--- config.mk ---
export PLATFORM = sky130hd
export DESIGN_NAME = pbc_top
export DESIGN_NICKNAME = d
export VERILOG_FILES = /design/src/logic/pbc_pkg.sv /design/src/logic/pbc_top.sv /design/src/logic/pbc_chan.sv
export SDC_FILE = /design/constraint.sdc
export NUM_CORES = 1
export LEC_CHECK = 0
export ABC_CLOCK_PERIOD_IN_PS = 2850
export BUFFER_PORTS_ARGS = -buffer_cell sky130_fd_sc_hd__clkbuf_2
export CAP_MARGIN = 15
export CORE_MARGIN = 2
export CORE_UTILIZATION = 50
export CTS_BUF_LIST = sky130_fd_sc_hd__clkbuf_8 sky130_fd_sc_hd__clkbuf_16
export CTS_CLUSTER_SIZE = 16
export DETAILED_ROUTE_END_ITERATION = 12
export HOLD_SLACK_MARGIN = 0.02
export PLACE_DENSITY = 0.81
export SYNTH_ARGS = -nofsm -noshare
export SYNTH_HDL_FRONTEND = slang
export SYNTH_HIERARCHICAL = 1
export SYNTH_SLANG_ARGS = --single-unit
export TNS_END_PERCENT = 50
--- constraint.sdc ---
create_clock -name clk -period 2.85 [get_ports clk]
set_clock_uncertainty 0.1 [all_clocks]
set_input_delay 0.1425 -clock clk [delete_from_list [all_inputs] [get_ports clk]]
set_output_delay 0.1425 -clock clk [all_outputs]
set_load 0.01 [all_outputs]
--- src/logic/pbc_pkg.sv ---
// Shared types and constants for the program break comparator
package pbc_pkg;

  //////////////////////////////////////////////////////////////////////////
  // Widths and counts
  localparam int unsigned ADDR_W = 24;   // Compared address width
  localparam int unsigned NCH    = 2;    // Break channels

  // Match address register: bits above the address read as zero
  localparam logic [31:0] ADDR_REG_RESET = 32'h0000_0000;

  // Control register field positions
  localparam int unsigned FLAG_BIT  = 7;  // Condition match flag
  localparam int unsigned BMS_BIT   = 6;  // Bus master select
  localparam int unsigned AMASK_HI  = 5;  // Address mask select, top
  localparam int unsigned AMASK_LO  = 3;  // Address mask select, bottom
  localparam int unsigned CSEL_HI   = 2;  // Condition select high
  localparam int unsigned CSEL_LO   = 1;  // Condition select low
  localparam int unsigned BIE_BIT   = 0;  // Break interrupt enable
  localparam logic [7:0]  CTRL_RESET = 8'h00;

  // Timing in states (one state per clock)
  localparam logic [1:0] MASK_BLOCK_STATES = 2'h2; // Break valid after 2
  localparam int unsigned EXTRA_STATES     = 1;    // Added branch state

  //////////////////////////////////////////////////////////////////////////
  // Condition select encodings
  typedef enum logic [1:0] {
    PBC_COND_FETCH = 2'h0,
    PBC_COND_READ  = 2'h1,
    PBC_COND_WRITE = 2'h2,
    PBC_COND_RW    = 2'h3
  } pbc_cond_t;

  // Bus cycle kinds
  typedef enum logic [1:0] {
    PBC_KIND_FETCH = 2'h0,
    PBC_KIND_READ  = 2'h1,
    PBC_KIND_WRITE = 2'h2,
    PBC_KIND_IDLE  = 2'h3
  } pbc_kind_t;

  // Control register layout
  typedef struct packed {
    logic       match_flag;           // Condition match flag
    logic       bus_master_select;    // 0: CPU only, 1: CPU or transfer
    logic [2:0] address_mask_select;  // Low bits ignored in compare
    pbc_cond_t  condition_select;     // high, low
    logic       break_irq_enable;     // Forward request when 1
  } pbc_ctrl_t;

  // One observed bus cycle
  typedef struct packed {
    logic                valid;   // Cycle present this clock
    logic                transfer_controller;     // Transfer controller is master
    logic                onchip;  // Address in on-chip ROM or RAM
    pbc_kind_t           kind;    // Fetch, read or write
    logic [ADDR_W-1:0]   addr;    // Bus address
  } pbc_bus_t;

  // Ignored-bit mask for an address mask selection
  function automatic logic [ADDR_W-1:0] pbc_mask(input logic [2:0] sel);
    logic [ADDR_W-1:0] m;
    m = '0;
    case (sel)
      3'h1:    m = 24'h000001;
      3'h2:    m = 24'h000003;
      3'h3:    m = 24'h000007;
      3'h4:    m = 24'h00000f;
      3'h5:    m = 24'h0000ff;
      3'h6:    m = 24'h000fff;
      3'h7:    m = 24'h00ffff;
      default: m = 24'h000000;
    endcase
    return m;
  endfunction : pbc_mask

endpackage : pbc_pkg

--- src/logic/pbc_top.sv ---
// Two-channel program break comparator
//
// Functional notes
// - Condition 00 means instruction fetch break.
// - Conditions 01/10/11 mean read/write/either.
// - Mask selection sits in control bits 5:3.
// - Request forwarded only with enable bit 0 set.
// - Fetch match flags just before execution.
// - Data match flags after instruction finishes.
// - Stack and branch-address reads count as data.
// - Interrupt controller arbitrates before handling starts.
// - Block-move match waits for move end.
// - Transfer match waits for count or disable-select.
// - Sleep-mode break skips sleep, then continues.
// - Standby or watch entry still sets flag.
// - Enabled breaks add one state in listed cases.
// - One shared request; handler reads both flags.
// - Flags clear only by read-one then write-zero.
// - Halted after reset until module stop cleared.
// - Transfer-time breaks wait for CPU bus ownership.
// - Prefetch after flow change never breaks.
// - Break valid two states after mask set.
// - Branch-adjacent fetch breaks only when executed.
// - Mask codes ignore 0,1,2,3,4,8,12,16 low bits.
// - Master select 0 CPU only, 1 both.
// - Match address in bits 23:0, upper reads zero.
`timescale 1ns/100ps
`default_nettype none
module pbc_top
  import pbc_pkg::*;
(
  input  wire logic              clk,                      // 50 MHz clock
  input  wire logic              rst,                      // Async reset
  // Module stop control
  input  wire logic              stop_wr,                  // Write stop bit
  input  wire logic              stop_wdata,               // 1 halts unit
  output logic                   module_stop,              // Stop state
  // Register writes and reads
  input  wire logic [31:0]       wdata,                    // Write data
  input  wire logic              a_addr_wr,                // Write addr A
  input  wire logic              b_addr_wr,                // Write addr B
  input  wire logic              a_ctrl_wr,                // Write ctrl A
  input  wire logic              b_ctrl_wr,                // Write ctrl B
  input  wire logic              a_ctrl_rd,                // Read ctrl A
  input  wire logic              b_ctrl_rd,                // Read ctrl B
  output logic [31:0]            channel_a_match_address,  // Addr A
  output logic [31:0]            channel_b_match_address,  // Addr B
  output pbc_ctrl_t              channel_a_break_control,  // Ctrl A
  output pbc_ctrl_t              channel_b_break_control,  // Ctrl B
  // Bus cycles and CPU progress
  input  wire pbc_bus_t          bus,                      // Bus cycle
  input  wire logic              exec_start,               // Insn begins
  input  wire logic [ADDR_W-1:0] exec_addr,                // Its address
  input  wire logic              insn_end,                 // Insn ended
  input  wire logic              blkmove_busy,             // Block move on
  input  wire logic              dtc_owns_bus,             // Transfer master
  input  wire logic              dtc_count_done,           // Count reached
  input  wire logic              dtc_transfer_irq_disable_select_xfer,           // Disable-select
  input  wire logic              cc_mask_set,              // Mask bit set
  input  wire logic              branch_onchip,            // 1-word branch
  input  wire logic              fetch_slow_case,          // Slow prior insn
  // Sleep instruction
  input  wire logic              sleep_req,                // Sleep executed
  input  wire logic              sleep_standby,            // Standby/watch
  input  wire logic [ADDR_W-1:0] sleep_next_addr,          // Following addr
  output logic                   sleep_enter,              // Go to low power
  output logic                   sleep_skip,               // Stay awake
  // To the interrupt controller and CPU
  output logic                   break_req,                // Shared request
  output logic                   extra_state               // Add one state
);

  //////////////////////////////////////////////////////////////////////////
  // Storage
  pbc_ctrl_t         ctrl      [NCH];  // Control registers
  logic [ADDR_W-1:0] match     [NCH];  // Match addresses
  logic [NCH-1:0]    armed;            // Flag read as one
  logic [NCH-1:0]    pend_data;        // CPU data hit awaiting end
  logic [NCH-1:0]    pend_dtc;         // Transfer hit awaiting end
  logic [1:0]        block_cnt;        // Mask-set blocking states

  pbc_ctrl_t         next_ctrl [NCH];
  logic [ADDR_W-1:0] next_match[NCH];
  logic [NCH-1:0]    next_armed;
  logic [NCH-1:0]    next_pend_data;
  logic [NCH-1:0]    next_pend_dtc;
  logic [1:0]        next_block_cnt;
  logic              next_module_stop;
  logic              next_break_req;
  logic              next_sleep_enter;
  logic              next_sleep_skip;
  logic              next_extra_state;

  // Per-channel compare results
  logic [NCH-1:0]    bus_hit;    // Bus cycle meets condition
  logic [NCH-1:0]    bus_eq;     // Bus address equals match
  logic [NCH-1:0]    exec_hit;   // Executing insn at fetch break
  logic [NCH-1:0]    sleep_hit;  // Insn after sleep at fetch break
  logic [NCH-1:0]    wr_ctrl;    // Control write per channel
  logic [NCH-1:0]    wr_addr;    // Address write per channel
  logic [NCH-1:0]    rd_ctrl;    // Control read per channel
  pbc_bus_t          exec_cyc;   // Executing insn as a fetch
  pbc_bus_t          sleep_cyc;  // Sleep follower as a fetch

  //////////////////////////////////////////////////////////////////////////
  // Comparators

  // Present executed and post-sleep addresses as CPU fetches
  always_comb begin
    exec_cyc        = '0;
    exec_cyc.valid  = exec_start;
    exec_cyc.kind   = PBC_KIND_FETCH;
    exec_cyc.addr   = exec_addr;
    sleep_cyc       = '0;
    sleep_cyc.valid = sleep_req;
    sleep_cyc.kind  = PBC_KIND_FETCH;
    sleep_cyc.addr  = sleep_next_addr;
  end

  // Same comparator for every channel and source
  for (genvar i = 0; i < NCH; i++) begin : g_ch
    pbc_chan u_bus (
      .ctrl    (ctrl[i]),
      .match   (match[i]),
      .cyc     (bus),
      .addr_eq (bus_eq[i]),
      .hit     (bus_hit[i])
    );
    // Only instructions that really execute are compared
    pbc_chan u_exec (
      .ctrl    (ctrl[i]),
      .match   (match[i]),
      .cyc     (exec_cyc),
      .addr_eq (),
      .hit     (exec_hit[i])
    );
    pbc_chan u_sleep (
      .ctrl    (ctrl[i]),
      .match   (match[i]),
      .cyc     (sleep_cyc),
      .addr_eq (),
      .hit     (sleep_hit[i])
    );
  end

  // Channel strobes, ignored while the unit is stopped
  always_comb begin
    wr_ctrl = {b_ctrl_wr, a_ctrl_wr} & {NCH{!module_stop}};
    wr_addr = {b_addr_wr, a_addr_wr} & {NCH{!module_stop}};
    rd_ctrl = {b_ctrl_rd, a_ctrl_rd} & {NCH{!module_stop}};
  end

  //////////////////////////////////////////////////////////////////////////
  // Channel registers and flags

  // Next values for control, address, arm and pending state
  always_comb begin
    logic set;
    logic clr;
    pbc_ctrl_t wc;
    set = 1'b0;
    clr = 1'b0;
    wc  = pbc_ctrl_t'(wdata[7:0]);
    for (int i = 0; i < NCH; i++) begin
      next_ctrl[i]      = ctrl[i];
      next_match[i]     = match[i];
      next_armed[i]     = armed[i];
      next_pend_data[i] = pend_data[i];
      next_pend_dtc[i]  = pend_dtc[i];
      set = 1'b0;
      // Address write keeps only the low 24 bits
      if (wr_addr[i]) begin
        next_match[i] = wdata[ADDR_W-1:0];
      end
      // Configuration fields take the written value
      if (wr_ctrl[i]) begin
        next_ctrl[i].bus_master_select   = wc.bus_master_select;
        next_ctrl[i].address_mask_select = wc.address_mask_select;
        next_ctrl[i].condition_select    = wc.condition_select;
        next_ctrl[i].break_irq_enable    = wc.break_irq_enable;
      end
      if (!module_stop) begin
        // Data hits, stack and vector reads included, wait
        if (bus_hit[i] && bus.kind != PBC_KIND_FETCH) begin
          if (bus.transfer_controller) begin
            next_pend_dtc[i] = 1'b1;
          end else begin
            next_pend_data[i] = 1'b1;
          end
        end
        // CPU data hit flags once the instruction is over
        if (pend_data[i] && insn_end && !blkmove_busy) begin
          set = 1'b1;
          next_pend_data[i] = 1'b0;
        end
        // Transfer hit flags after count or disable-select
        if (pend_dtc[i] && (dtc_count_done || dtc_transfer_irq_disable_select_xfer)) begin
          set = 1'b1;
          next_pend_dtc[i] = 1'b0;
        end
        // Fetch hit flags as the instruction begins
        if (exec_hit[i]) begin
          set = 1'b1;
        end
        // Fetch break after sleep flags in every mode
        if (sleep_hit[i]) begin
          set = 1'b1;
        end
      end
      // Clear needs a prior read of one, then a zero write
      clr = wr_ctrl[i] && armed[i] && !wc.match_flag;
      if (rd_ctrl[i] && ctrl[i].match_flag) begin
        next_armed[i] = 1'b1;
      end else if (wr_ctrl[i]) begin
        next_armed[i] = 1'b0;
      end
      // A new match wins over a clear in the same cycle
      if (set) begin
        next_ctrl[i].match_flag = 1'b1;
      end else if (clr) begin
        next_ctrl[i].match_flag = 1'b0;
      end
    end
  end

  // Register the channel state
  always_ff @(posedge clk or posedge rst) begin
    if (rst) begin
      for (int i = 0; i < NCH; i++) begin
        ctrl[i]  <= pbc_ctrl_t'(CTRL_RESET);
        match[i] <= ADDR_REG_RESET[ADDR_W-1:0];
      end
      armed     <= '0;
      pend_data <= '0;
      pend_dtc  <= '0;
    end else begin
      ctrl      <= next_ctrl;
      match     <= next_match;
      armed     <= next_armed;
      pend_data <= next_pend_data;
      pend_dtc  <= next_pend_dtc;
    end
  end

  //////////////////////////////////////////////////////////////////////////
  // Request, blocking, sleep and stall outputs

  // Next values for unit-wide control and outputs
  always_comb begin
    logic [NCH-1:0] fetch_ch;
    logic           any_bie;
    for (int i = 0; i < NCH; i++) begin
      fetch_ch[i] = ctrl[i].condition_select == PBC_COND_FETCH;
    end
    any_bie = ctrl[0].break_irq_enable || ctrl[1].break_irq_enable;
    next_module_stop = module_stop;
    if (stop_wr) begin
      next_module_stop = stop_wdata;
    end
    // Blocking window after a mask-setting instruction
    next_block_cnt = block_cnt;
    if (cc_mask_set) begin
      next_block_cnt = MASK_BLOCK_STATES;
    end else if (block_cnt != 2'h0) begin
      next_block_cnt = block_cnt - 2'h1;
    end
    // Shared request, held off during blocking and transfers
    next_break_req = 1'b0;
    for (int i = 0; i < NCH; i++) begin
      if (ctrl[i].match_flag && ctrl[i].break_irq_enable) begin
        next_break_req = 1'b1;
      end
    end
    if (module_stop || dtc_owns_bus || cc_mask_set
        || block_cnt != 2'h0) begin
      next_break_req = 1'b0;
    end
    // Sleep: a break skips sleep mode, never standby or watch
    next_sleep_enter = 1'b0;
    next_sleep_skip  = 1'b0;
    if (sleep_req) begin
      if (!sleep_standby && !module_stop && sleep_hit != '0) begin
        next_sleep_skip = 1'b1;
      end else begin
        next_sleep_enter = 1'b1;
      end
    end
    // One extra state for the listed cases
    next_extra_state = 1'b0;
    if (any_bie && !module_stop) begin
      if (branch_onchip) begin
        next_extra_state = 1'b1;
      end
      if (fetch_ch != '0 && fetch_slow_case) begin
        next_extra_state = 1'b1;
      end
      if ((fetch_ch & bus_eq) != '0 && bus.valid && bus.onchip
          && bus.kind != PBC_KIND_FETCH) begin
        next_extra_state = 1'b1;
      end
    end
  end

  // Register unit-wide state; unit starts halted
  always_ff @(posedge clk or posedge rst) begin
    if (rst) begin
      module_stop <= 1'b1;
      block_cnt   <= 2'h0;
      break_req   <= 1'b0;
      sleep_enter <= 1'b0;
      sleep_skip  <= 1'b0;
      extra_state <= 1'b0;
    end else begin
      module_stop <= next_module_stop;
      block_cnt   <= next_block_cnt;
      break_req   <= next_break_req;
      sleep_enter <= next_sleep_enter;
      sleep_skip  <= next_sleep_skip;
      extra_state <= next_extra_state;
    end
  end

  //////////////////////////////////////////////////////////////////////////
  // Register readback

  // Read images come straight from the stored registers
  always_comb begin
    channel_a_match_address = {8'h00, match[0]};
    channel_b_match_address = {8'h00, match[1]};
    channel_a_break_control = ctrl[0];
    channel_b_break_control = ctrl[1];
  end

endmodule : pbc_top
`default_nettype wire

--- src/logic/pbc_chan.sv ---
// One address comparator of a break channel
`timescale 1ns/100ps
`default_nettype none
module pbc_chan
  import pbc_pkg::*;
(
  input  wire pbc_ctrl_t         ctrl,     // Channel control fields
  input  wire logic [ADDR_W-1:0] match,    // Channel match address
  input  wire pbc_bus_t          cyc,      // Cycle to compare
  output logic                   addr_eq,  // Unmasked address bits agree
  output logic                   hit       // Full condition match
);

  logic [ADDR_W-1:0] ign;  // Ignored low bits
  logic              kind_ok;
  logic              master_ok;

  // Address, cycle type and bus master checks
  always_comb begin
    ign     = pbc_mask(ctrl.address_mask_select);
    addr_eq = ((cyc.addr ^ match) & ~ign) == '0;
    // Only the CPU when select is 0, either master when 1
    master_ok = !cyc.transfer_controller || ctrl.bus_master_select;
    case (ctrl.condition_select)
      PBC_COND_FETCH: kind_ok = cyc.kind == PBC_KIND_FETCH;
      PBC_COND_READ:  kind_ok = cyc.kind == PBC_KIND_READ;
      PBC_COND_WRITE: kind_ok = cyc.kind == PBC_KIND_WRITE;
      default: kind_ok = (cyc.kind == PBC_KIND_READ)
                       || (cyc.kind == PBC_KIND_WRITE);
    endcase
    // Fetch breaks need the CPU as master
    if (ctrl.condition_select == PBC_COND_FETCH) begin
      master_ok = !cyc.transfer_controller;
    end
    hit = cyc.valid && addr_eq && kind_ok && master_ok;
  end

endmodule : pbc_chan
`default_nettype wire

==> flow_metrics.py <==
metrics = {
    "status": {
        "status": "finished, final reports clean",
    },
    "timing": {
        "max_freq_mhz": 365,
        "setup_tns_ns": 0,
        "grt_setup_unrepaired": "false",
        "relSlewSlack_pct": 33.6,
        "hold_viol_final": 0,
        "min_period_ns": 2.74,
        "setup_viol": 0,
        "tightest_slew_ns": 0.994,
        "finalCritPeriodShare_pct": 96.0,
        "slew_viol_final": 0,
    },
    "pwr": {
        "powerDensity_nw_per_um2": 581,
        "p_seq_share_pct": 39.0,
        "p_leak_nw": 3.64,
        "clkPwrFrac_pct": 27.0,
        "vdd_drop_max_mv": 0.306,
        "p_sw_mw": 1.62,
        "p_int_mw": 2.75,
        "p_comb_share_pct": 34.0,
        "power_mw": 4.37,
        "swShare_pct": 37.0,
    },
    "setup_path": {
        "critical_path.max_fanout": 5,
        "path_class": "reg -> reg",
        "slowest_stage": "dlygate4sd3_1",
        "worstPathArrival_ns": 2.86,
        "path_buf_inv": 1,
        "critical_path_required_ns": 2.97,
        "max_stage_delay_ns": 0.55,
        "crit_top_cell": "nor3_2",
        "cp_top_family": "compound AO/OA/AOI/OAI gates",
        "cp_cell_sequence": "xor2_1 > o41ai_2 > nand3_1 > nor3_2 > o2111a_1 > nor2_1 > nor3_2 > nor2b_1 > dlygate4sd3_1",
        "critPathLaunchType": "register",
        "cp-end-kind": "register",
    },
    "global_routing": {
        "grt_max_degree": 57,
        "grt_pass1_vias": 5164,
        "grt_first_pass_wirelength_mm": 26.6,
        "grt.overflow.total": 0,
        "globalRouteTotalUtil_pct": 27.2,
        "antenna_found_initial": 0,
    },
    "floorplanning": {
        "initial_core_util_pct": 50.7,
        "die_area_um2": 12300,
        "die_y_um": 111,
        "core_area_um2": 11300,
        "fp.dieW_um": 111,
        "ios": 215,
        "rows": 39,
    },
    "place": {
        "hpwlAfterDp_mm": 12.7,
        "io_buffers": 190,
        "place_congestion": 0.871,
    },
    "synthesis": {
        "syn-instance-count": 522,
        "ys_async_sr_fraction_pct": 100,
        "synth_warnings": 6,
        "synth_area_um2": 5710,
        "synth.avg_cell_area_um2": 10.9,
        "synth-seq-cells": 77,
        "synth.distinct_cells": 43,
        "synth_edf_count": 0,
        "seq_area_frac_synth_pct": 33.7,
        "yosys_most_used_dff": "dfrtp_1",
    },
    "final_layout": {
        "layout_common_cells": "clkbuf_2, xor2_1, dfrtp_1, mux2_2, conb_1",
        "final_common_cell": "clkbuf_2",
        "antenna_cells": 0,
        "final_layout_size_suffix_gt1_share_pct": 38.2,
        "fin_nets": 927,
        "synthToLayoutAreaGrowth_pct": 31.6,
    },
    "clock_tree": {
        "cts_buffer_depth": 2,
        "h-tree-depth": 3,
        "cts_tree": "done",
        "clk_pin_slew_ns": 0.07,
        "post-cts-setup-buffers": 0,
        "cts_sinks": 77,
        "cts_root_buf": "clkbuf_16",
        "cts_buffers": 9,
        "clk_latency_ns": 0.34,
    },
    "route": {
        "via_per_inst": 5.37,
        "drt_wl_total_mm": 16.7,
        "postRouteAntennaNets": 0,
        "wl_per_cell_um": 18.1,
        "drc": 0,
        "drtPass1Iterations": 4,
        "dr.first_iter.drc_count": 274,
        "route.vias.total": 4976,
    },
    "worst_hold_path": {
        "hold_path.class": "in -> reg",
    },
    "run": {
        "timing.max_cap.violations": 0,
    },
}
## worst min-delay path: stages
cell and delay [ns]:
clkbuf_2 0.10, nor3b_1 0.06, a21oi_1 0.14
## worst paths after layout
check                                            start                          to  slack (ns)  cells past startpoint
max                        channel_a_match_address[10]                 sleep_enter        0.11                      9
min                                       blkmove_busy                pend_data[1]        0.04                      3
max reg2reg                channel_a_match_address[10]                 sleep_enter        0.11                      9
min reg2reg                               pend_data[0]                pend_data[0]        0.37                      1
max in group asynchronous                          rst  channel_a_match_address[8]        1.43                      4
min in group asynchronous                          rst                  sleep_skip        0.44                      3
## state kept, by name, summed over array words and instances, names as in the netlist
name                     cells
module_stop                  1
pend_dtc                     2
sleep_skip                   1
armed                        2
break_req                    1
block_cnt                    2
channel_b_match_address     24
channel_a_break_control      8
extra_state                  1
channel_b_break_control      8
pend_data                    2
sleep_enter                  1
channel_a_match_address     24
## cells by family after synthesis
group / after synthesis / synth area share, %
muxes: 70 / 16.3
adders and majority gates: 19 / 4.16
DFF: 77 / 33.7
other: 1 / 0.0656
xor gates and xnor gates: 145 / 22.2
AOI/OAI and AO/OA: 71 / 9.96
buffers and inverters: 52 / 5.32
and+or+nand+nor: 87 / 8.25
## power by group through the flow
stage / logic (mW) / clock network [mW] / registers, mW
after global routing: 1.62 / 1.26 / 1.73
after floorplan: 0.889 / 0 / 1.67
after CTS: 1.47 / 1.21 / 1.69
final: 1.49 / 1.18 / 1.70
after detailed placement: 1.42 / 0 / 1.71
after global placement: 1.36 / 0 / 1.69
## per-stage QoR
step	cells	instance area [um2]	worst slack [ns]	utilization [%]	hold slack [ns]
floorplan	561	5860	0.642	-	0.109
global placement	874	6830	0.593	60.6	0.206
detailed placement	874	6830	0.552	60.6	0.204
CTS	926	7500	0.0414	66.5	0.0302
global route	926	7520	0.00743	66.7	0.0388
finish	926	7520	0.113	66.7	0.0401
## metal layers
metal,global-route usage (%),routed length (um),vias up
met5,0,0,-
met4,10.3,498,0
met3,6.78,1270,43
met2,46.7,8410,219
met1,33.0,6570,2408
li1,-,-,2306
## Yosys cell counts, types with 2 or more instances
library cell | instances | area [um2]
mux2_2 | 40 | 450
nand3_1 | 14 | 70.1
mux2_1 | 3 | 33.8
nor2_1 | 13 | 48.8
buf_6 | 6 | 67.6
a22o_1 | 6 | 52.6
mux2_4 | 20 | 300
xor2_1 | 121 | 1060
a21oi_1 | 5 | 25.0
o211ai_1 | 6 | 45.0
buf_2 | 3 | 15.0
nand3b_1 | 2 | 15.0
mux4_2 | 6 | 135
ha_1 | 19 | 238
o21ai_0 | 13 | 65.1
nor3b_1 | 3 | 22.5
o21ai_1 | 6 | 30.0
a31oi_1 | 2 | 12.5
nand2b_1 | 4 | 25.0
o41ai_2 | 6 | 97.6
nor4_1 | 13 | 81.3
nand2_1 | 20 | 75.1
dfrtp_1 | 76 | 1900
o21a_1 | 2 | 15.0
a21o_1 | 2 | 15.0
nor2b_1 | 9 | 56.3
nor3_2 | 6 | 60.1
o2111a_1 | 6 | 67.6
o41ai_1 | 12 | 105
buf_4 | 16 | 120
inv_1 | 27 | 101
xnor2_1 | 24 | 210
## cell type report
type / instances / area, um2
Tap cell: 143 / 179
Clock inverter: 7 / 80.1
Multi-Input combinational cell: 432 / 3650
Inverter: 27 / 103
Sequential cell: 77 / 1930
Timing Repair Buffer: 231 / 1350
Fill cell: 885 / 3750
Clock buffer: 9 / 225
## timing repair
action / 4_1_cts / 5_1_grt
gates resized for setup: 0 / 5
setup endpoints to repair: 0 / 1
hold buffers: 36 / 0
hold endpoints to repair: 118 / 0
No activity file was read; power rests on OpenSTA's default activity.
